**src/emb_mult_pkg.sv**
```systemverilog
// How it works
// - one 18x18 or two 9x9 multipliers
// - one or two products, any width between
// - operands registered or direct, 9/18-bit sections
// - register-or-bypass chosen per operand, one choice shared by both sign selects
// - one clock, enable, clear for all datapath registers
// - sign select high means two's complement
// - product signed if either operand signed
// - one sign select per operand, shared lanes
// - sign selects may change every cycle
// - sign selects optionally registered with operands
// - full precision product for every signedness
// - unused sign selects mean unsigned
// - optional output register, 18/36-bit sections
// - wide mode for 10 to 18 bits
// - dual mode for up to 9 bits
package emb_mult_pkg;

  // ****************************************
  // widths
  // ****************************************
  localparam int OP_W = 18;
  localparam int LANE_W = 9;
  localparam int LANES = 2;
  localparam int PROD_W = 36;
  localparam int LANE_PROD_W = 18;
  localparam int ADDR_W = 8;
  localparam int DATA_W = 32;

  // ****************************************
  // register map
  // ****************************************
  localparam logic [7:0] CTRL_OFS = 8'h00;
  localparam logic [7:0] PROD_LO_OFS = 8'h04;
  localparam logic [7:0] PROD_HI_OFS = 8'h08;
  localparam logic [7:0] OPND_A_OFS = 8'h0C;
  localparam logic [7:0] OPND_B_OFS = 8'h10;

  // ctrl bits
  localparam int CTRL_DUAL = 0;
  localparam int CTRL_REG_A = 1;
  localparam int CTRL_REG_B = 2;
  localparam int CTRL_REG_SIGN = 3;
  localparam int CTRL_REG_OUT = 4;
  localparam int CTRL_SIGN_A_USED = 5;
  localparam int CTRL_SIGN_B_USED = 6;
  localparam int CTRL_W = 7;
  localparam logic [6:0] CTRL_RESET = 7'h00;

  // prod_hi layout
  localparam int HI_TOP_W = 4;
  localparam int HI_SIGNED = 8;
  localparam int HI_DUAL = 9;
  // operand readback layout
  localparam int OPND_SIGN = 18;

  // ****************************************
  // types
  // ****************************************
  typedef enum logic [1:0] {
    MODE_WIDE = 2'b01,
    MODE_DUAL = 2'b10
  } mode_t;

  typedef struct packed {
    logic [17:0] data;
    logic sign;
  } operand_t;

  typedef struct packed {
    logic is_signed;
    logic [35:0] value;
  } product_t;

endpackage

```
**src/emb_mult_tile.sv**
```systemverilog
`timescale 1ns/1ps
`default_nettype none
module emb_mult_tile (
  // clock and bus reset
  input wire logic clk,
  input wire logic rst,
  // tile controls shared by the input, sign and output registers
  input wire logic aclr,
  input wire logic ena,
  // operands from the fabric
  input wire emb_mult_pkg::operand_t opnd_a,
  input wire emb_mult_pkg::operand_t opnd_b,
  // product to the fabric
  output emb_mult_pkg::product_t result,
  // register port
  input wire logic [emb_mult_pkg::ADDR_W-1:0] addr,
  input wire logic [emb_mult_pkg::DATA_W-1:0] wdata,
  input wire logic wr,
  input wire logic rd,
  output logic [emb_mult_pkg::DATA_W-1:0] rdata
);
  import emb_mult_pkg::*;

  // ****************************************
  // functions
  // ****************************************
  // extend by one bit so one signed multiply covers all four sign cases
  function automatic logic [PROD_W-1:0] wide_mul(
    input logic [OP_W-1:0] a,
    input logic [OP_W-1:0] b,
    input logic sa,
    input logic sb
  );
    logic signed [OP_W:0] ea;
    logic signed [OP_W:0] eb;
    logic signed [2*OP_W+1:0] p;
    begin
      ea = {sa & a[OP_W-1], a};
      eb = {sb & b[OP_W-1], b};
      p = ea * eb;
      wide_mul = p[PROD_W-1:0];
    end
  endfunction

  function automatic logic [LANE_PROD_W-1:0] lane_mul(
    input logic [LANE_W-1:0] a,
    input logic [LANE_W-1:0] b,
    input logic sa,
    input logic sb
  );
    logic signed [LANE_W:0] ea;
    logic signed [LANE_W:0] eb;
    logic signed [2*LANE_W+1:0] p;
    begin
      ea = {sa & a[LANE_W-1], a};
      eb = {sb & b[LANE_W-1], b};
      p = ea * eb;
      lane_mul = p[LANE_PROD_W-1:0];
    end
  endfunction

  function automatic logic hit(
    input logic [ADDR_W-1:0] a,
    input logic [7:0] ofs
  );
    begin
      hit = (a == ofs);
    end
  endfunction

  // ****************************************
  // configuration register
  // ****************************************
  logic [CTRL_W-1:0] ctrl;
  logic [CTRL_W-1:0] next_ctrl;
  wire ctrl_wr = wr & hit(addr, CTRL_OFS);

  assign next_ctrl = ctrl_wr ? wdata[CTRL_W-1:0] : ctrl;

  // config lives on the bus reset, not the tile clear
  always_ff @(posedge clk) begin
    if (rst) begin
      ctrl <= CTRL_RESET;
    end else begin
      ctrl <= next_ctrl;
    end
  end

  wire cfg_dual = ctrl[CTRL_DUAL];
  wire cfg_reg_a = ctrl[CTRL_REG_A];
  wire cfg_reg_b = ctrl[CTRL_REG_B];
  wire cfg_reg_sign = ctrl[CTRL_REG_SIGN];
  wire cfg_reg_out = ctrl[CTRL_REG_OUT];
  mode_t mode;

  // narrow lanes for 9-bit operands, wide for 10 to 18 bits
  assign mode = cfg_dual ? MODE_DUAL : MODE_WIDE;

  // ****************************************
  // sign selects
  // ****************************************
  // a sign select left unused reads as unsigned
  wire sa_in = opnd_a.sign & ctrl[CTRL_SIGN_A_USED];
  wire sb_in = opnd_b.sign & ctrl[CTRL_SIGN_B_USED];

  // ****************************************
  // input registers
  // ****************************************
  logic [OP_W-1:0] a_q;
  logic [OP_W-1:0] b_q;
  logic sa_q;
  logic sb_q;

  // one clock, one enable, one clear for every datapath register
  always_ff @(posedge clk or posedge aclr) begin
    if (aclr) begin
      a_q <= 18'h00000;
      b_q <= 18'h00000;
    end else if (rst) begin
      a_q <= 18'h00000;
      b_q <= 18'h00000;
    end else if (ena) begin
      a_q <= opnd_a.data;
      b_q <= opnd_b.data;
    end
  end

  // sign registers ride with the operand registers
  always_ff @(posedge clk or posedge aclr) begin
    if (aclr) begin
      sa_q <= 1'b0;
      sb_q <= 1'b0;
    end else if (rst) begin
      sa_q <= 1'b0;
      sb_q <= 1'b0;
    end else if (ena) begin
      sa_q <= sa_in;
      sb_q <= sb_in;
    end
  end

  // ****************************************
  // operand selection
  // ****************************************
  // each operand chooses register or direct path on its own; both sign selects share one choice
  wire [OP_W-1:0] a_mul = cfg_reg_a ? a_q : opnd_a.data;
  wire [OP_W-1:0] b_mul = cfg_reg_b ? b_q : opnd_b.data;
  wire sa_mul = cfg_reg_sign ? sa_q : sa_in;
  wire sb_mul = cfg_reg_sign ? sb_q : sb_in;

  // ****************************************
  // multiplier stage
  // ****************************************
  // one select per operand, both lanes share it; fabric keeps lanes alike
  logic [PROD_W-1:0] lane_prod;
  genvar g;
  generate
    for (g = 0; g < LANES; g++) begin : g_lane
      assign lane_prod[g*LANE_PROD_W +: LANE_PROD_W] = lane_mul(
        a_mul[g*LANE_W +: LANE_W],
        b_mul[g*LANE_W +: LANE_W],
        sa_mul,
        sb_mul
      );
    end
  endgenerate

  wire [PROD_W-1:0] wide_prod = wide_mul(a_mul, b_mul, sa_mul, sb_mul);

  // two products in parallel or one, by mode
  wire [PROD_W-1:0] prod_comb = (mode == MODE_DUAL) ? lane_prod : wide_prod;
  wire signed_comb = sa_mul | sb_mul;

  // ****************************************
  // output registers
  // ****************************************
  logic [PROD_W-1:0] prod_q;
  logic signed_q;

  // two 18-bit sections in dual mode, one 36-bit in wide; same storage
  always_ff @(posedge clk or posedge aclr) begin
    if (aclr) begin
      prod_q <= 36'h000000000;
      signed_q <= 1'b0;
    end else if (rst) begin
      prod_q <= 36'h000000000;
      signed_q <= 1'b0;
    end else if (ena) begin
      prod_q <= prod_comb;
      signed_q <= signed_comb;
    end
  end

  // bypassed product is combinational: a register here would add latency
  assign result.value = cfg_reg_out ? prod_q : prod_comb;
  assign result.is_signed = cfg_reg_out ? signed_q : signed_comb;

  // ****************************************
  // read port
  // ****************************************
  wire [DATA_W-1:0] rd_ctrl = {{(DATA_W-CTRL_W){1'b0}}, ctrl};
  wire [DATA_W-1:0] rd_lo = result.value[DATA_W-1:0];
  logic [DATA_W-1:0] rd_hi;
  logic [DATA_W-1:0] rd_opa;
  logic [DATA_W-1:0] rd_opb;
  logic [DATA_W-1:0] rd_mux;

  always_comb begin
    rd_hi = 32'h00000000;
    rd_hi[HI_TOP_W-1:0] = result.value[PROD_W-1:DATA_W];
    rd_hi[HI_SIGNED] = result.is_signed;
    rd_hi[HI_DUAL] = cfg_dual;
  end

  always_comb begin
    rd_opa = 32'h00000000;
    rd_opa[OP_W-1:0] = a_mul;
    rd_opa[OPND_SIGN] = sa_mul;
    rd_opb = 32'h00000000;
    rd_opb[OP_W-1:0] = b_mul;
    rd_opb[OPND_SIGN] = sb_mul;
  end

  // unmapped offsets read as zero
  assign rd_mux = hit(addr, CTRL_OFS) ? rd_ctrl :
                  hit(addr, PROD_LO_OFS) ? rd_lo :
                  hit(addr, PROD_HI_OFS) ? rd_hi :
                  hit(addr, OPND_A_OFS) ? rd_opa :
                  hit(addr, OPND_B_OFS) ? rd_opb :
                  32'h00000000;

  // data stand only in the cycle after the strobe
  always_ff @(posedge clk) begin
    if (rst) begin
      rdata <= 32'h00000000;
    end else if (rd) begin
      rdata <= rd_mux;
    end else begin
      rdata <= 32'h00000000;
    end
  end

endmodule
`default_nettype wire

```
**config.mk**
```make
export PLATFORM = sky130hd
export DESIGN_NAME = emb_mult_tile
export DESIGN_NICKNAME = d
export VERILOG_FILES = /design/src/emb_mult_pkg.sv /design/src/emb_mult_tile.sv
export SDC_FILE = /design/constraint.sdc
export NUM_CORES = 2
export LEC_CHECK = 0
export BUFFER_PORTS_ARGS = -buffer_cell sky130_fd_sc_hd__buf_2
export CORE_MARGIN = 2
export CORE_UTILIZATION = 45
export DETAILED_ROUTE_END_ITERATION = 12
export GPL_ROUTABILITY_DRIVEN = 0
export PLACE_DENSITY_LB_ADDON = 0.25
export SLEW_MARGIN = 15
export SYNTH_ARGS = -nofsm -noshare
export SYNTH_HDL_FRONTEND = slang
export SYNTH_SLANG_ARGS = --single-unit
```
**constraint.sdc**
```tcl
create_clock -name clk -period 18.35 [get_ports clk]
set_input_delay 1.835 -clock clk [delete_from_list [all_inputs] [get_ports clk]]
set_output_delay 1.835 -clock clk [all_outputs]
set_load 0.02 [all_outputs]
```
# [After elaboration in Yosys (flattened, before gate mapping)]
# Index checks and enable logic that the tools add are counted.
[word_totals] ff_bits=114 in_bits=84 out_inout_bits=69 elab_cells=55
[op_classes] n_mul=3 eq_ne=5 muxes=25 n_bitwise=9 n_reduce_logical=4
[op_table] op="$mux 36" count=4
[op_table] op="$mux 18" count=6
[op_table] op="$mux 19" count=3
[op_table] op="$mul 10x10->18" count=2
[op_table] op="$mul 19x19->36" count=1
[op_table] op="$mux 32" count=1
[op_table] op="$eq 8x4->1 const B" count=2
[op_table] op="$mux 1" count=9
[op_table] op="$eq 8x3->1 const B" count=1
[op_table] op="$eq 8x5->1 const B" count=1
[op_table] op="$logic_not 8->1" count=1
[op_table] op="$and 1x1->1" count=7
[op_table] op="$mux 7" count=1
[op_table] op="$reduce_or 3->1" count=1
[op_table] op="$eq 2x2->1 const B" count=1
[op_table] op="$mux 2" count=1
[op_table] op="$reduce_bool 2->1" count=1
[op_table] op="$reduce_or 2->1" count=1
[op_table] op="$not 1->1" count=1
[op_table] op="$or 1x1->1" count=1

# [Logic depth before layout (Yosys ltp)]
[depth] word_depth=9 depth_mapped=30 ltp_nobuf=29

# [Least setup slack after synthesis]
# No wires, ideal clock.
[synth_timing] path_kind="input port to output port" start="in opnd_a[0] in the netlist's numbering" end="out result[30] in the netlist's numbering" arrival_time_ns=8.461 required_ns=16.515 slack_ns=8.054 cell_stages=26 path_buffers=1 cell_sequence="nand2_1 -> o21a_1 -> nor2_1 -> clkbuf_1 -> nand2_1 -> fa_1 -> inv_1 -> fa_1 -> inv_1 -> fa_1 -> fa_1 -> inv_1 -> fa_1 -> inv_1 -> fa_1 -> inv_1 -> ha_1 -> ha_1 -> a21o_1 -> o31ai_1 -> inv_1 -> o31ai_1 -> xnor2_1 -> nand2_1 -> and3b_1 -> a21oi_1"
[synth_lines] element="from (decl)" line="emb_mult_tile.sv:11" source="input wire emb_mult_pkg::operand_t opnd_a,"
[synth_lines] element="to (decl)" line="emb_mult_tile.sv:14" source="output emb_mult_pkg::product_t result,"

==> impl_metrics.csv <==
group,metric,value,unit
outcome,status,"completed",
die,die_area,53500,um2
layout,mostFrequentLayoutCell,"inv_1",
setup_path,max_stage_delay,880,ps
cts,tritoncts,"yes",
cts,clk_latency,470,ps
job,max_cap_violations,0,
place,dpl-instance-area,24700,um2
global_route,grt_overflow,0,
sta,max_freq,0.0822,GHz
die,die_y,231,um
yosys,synthArstFlopShare,65.8,%
die,core.rowCount,83,
yosys,syn_avg_cell_area,9.08,um2
sta,worstMarginPinSlew,1250,ps
setup_path,slowest_stage,"nor2_1",
setup_path,crit_required,16510,ps
global_route,grt.met1_usage,34.2,%
detailed_routing,dr.pass1.iters,6,
layout,utilization,49.5,%
yosys,synth_nets,3280,
sta,setup_viol_count_final,0,
sta,relSlewSlack,15.4,%
cts,clkSinkCount,114,
place,numPortBuffers,127,
cts,ctsResizeCount,0,
detailed_routing,vias,18600,
global_route,met3_usage,5.82,%
cts,path_clk_slew,60,ps
yosys,synth_cell_type_count,71,
layout,fill_cells,4887,
cts,clockBufferDepth,2,
sta,finClkSkew,11.2,ps
die,start_util,45.5,%
setup_path,worstSetupStartpointType,"input pin",
die,core,51200,um2
sta,min_period,12170,ps
sta,finalCritPeriodShare,66.3,%
sta,drv_slew,0,
global_route,groute.usage.overall,28.8,%
yosys,seq_area_frac_synth,11.4,%
setup_path,path_class,"in2out",
global_route,grt_util_met2,48.3,%
layout,layout_common_cells,"544 x inv_1, 450 x fa_1, 289 x nor2_1",
yosys,synth_edf_count,0,
cts,postCtsHoldBufs,0,
layout,final_cell_area,25400,um2
yosys,synth_ff_type,"dfrtp_1",
die,fp.dieW,231,um
sta,finalHoldViolations,0,
layout,area_delta_synth_final,8.97,%
detailed_routing,drt_wl_total,74.3,mm
setup_path,path_common_cell,"fa_1",
sta,whs,516,ps
global_route,grt_pass1_vias,20400,
detailed_routing,route.detailed.drc,0,
cts,root_buffer,"clkbuf_16",
sta,finalSetupTns,0,ps
global_route,top_usage_layer,"met2",
cts,cts_made_buffers,17,
sta,rsz0062_at_grt,"false",
place,dp_hpwl,58.8,mm
cts,post_cts_buffers,0,
cts,cts-htree-levels,4,
layout,layout-drive-gt1-share,10.7,%
detailed_routing,drt_iter0_drc,1404,
worst_hold_path,hp-class,"reg2reg",
detailed_routing,antenna_left,0,
yosys,netlist_area,23300,um2
global_route,grt_antenna_before_repair,3,
setup_path,endpoint_kind,"primary output",
yosys,yosys_register_bits,114,
detailed_routing,wire_per_inst,22.2,um
die,io_pins,153,
layout,nets,3371,
setup_path,arrival,10330,ps
global_route,grt_first_pass_wirelength,115,mm
yosys,synthCells,2562,
detailed_routing,vias_per_cell,5.56,
global_route,grt_max_degree,84,
setup_path,crit_fanout,12,
yosys,ys_warn_count,0,
-- final cells by class --
cell class                 instances  area, um2  share of cell area (%)
inverter                         547       2050                    8.10
antenna                            3       7.51                  0.0296
clock buffer                      23        553                    2.18
sequential                       114       2660                    10.5
tap                              680        851                    3.36
clock inverter                     9        100                   0.395
multi-input combinational       1812      18200                    71.9
timing repair buffer             161        893                    3.52
-- worst paths after layout --
kind | end | startpoint | cells after the start | slack, ps
max | result[33] | opnd_a[0] | 25 | 6180
min | prod_q[2]$_DFFE_PP0P_ | prod_q[2]$_DFFE_PP0P_ | 2 | 520
max reg2reg | rdata[3]$_SDFF_PP0_ | ctrl[3]$_SDFFE_PP0P_ | 26 | 8950
min reg2reg | prod_q[2]$_DFFE_PP0P_ | prod_q[2]$_DFFE_PP0P_ | 2 | 520
max in group asynchronous | a_q[2]$_DFFE_PP0P_ | aclr | 3 | 15760
min in group asynchronous | prod_q[27]$_DFFE_PP0P_ | aclr | 2 | 1390
-- synth_stat cells (5+ instances only) --
cell type	number	share of area, %
a211oi_1	15	0.48
a21o_1	16	0.52
a21oi_1	74	1.6
a222oi_1	5	0.22
a22oi_1	9	0.29
a31oi_1	9	0.24
and2_1	17	0.46
and3_1	12	0.32
buf_1	9	0.15
buf_2	5	0.11
clkbuf_1	73	1.2
dfrtp_1	75	8.1
dfxtp_1	39	3.4
fa_1	450	39
ha_1	184	9.9
inv_1	545	8.8
mux2_2	63	3.0
mux2i_1	97	4.2
nand2_1	278	4.5
nand2b_1	15	0.40
nand3_1	23	0.49
nor2_1	289	4.7
nor2b_1	12	0.32
nor3_1	25	0.54
o211ai_1	6	0.19
o21a_1	15	0.48
o21ai_0	35	0.75
o21bai_1	5	0.16
o31ai_1	7	0.23
xnor2_1	55	2.1
xor2_1	23	0.87
-- per-stage QoR --
step / worst slack (ps) / std cells
detailed placement: 6340 / 3314
floorplan: 8050 / 2562
CTS: 6280 / 3346
global route: 5850 / 3348
global placement: 6400 / 3314
finish: 6180 / 3349
-- per-layer routing --
layer	share of wire, %	wire length (um)
met1	37	27300
met2	48	35900
met3	8.2	6120
met4	6.7	5000
met5	0	0
-- state kept, by name, summed over array words and instances, names as in the netlist --
register  count
ctrl          7
rdata        32
sb_q          1
signed_q      1
sa_q          1
a_q          18
prod_q       36
b_q          18
-- cells by family after synthesis --
group / count (synthesis) / synth area share, %
and+or+nand+nor: 696 / 12.4
buffers and inverters: 636 / 10.3
xor gates and xnor gates: 78 / 2.94
DFF: 114 / 11.4
muxes: 160 / 7.22
adders and majority gates: 634 / 48.6
AOI/OAI and AO/OA: 244 / 7.08
-- critical path, delay by kind of cell --
kind                       cells  cell delay [ps]
adders and majority gates      8             4350
AOI/OAI and AO/OA              7             1450
and+or+nand+nor                6             1760
buffers and inverters          3              610
xor gates and xnor gates       1              320
Power is left out: the tool's default activity adds up to more than one toggle a clock period on the data nets, which glitch-free logic cannot reach.
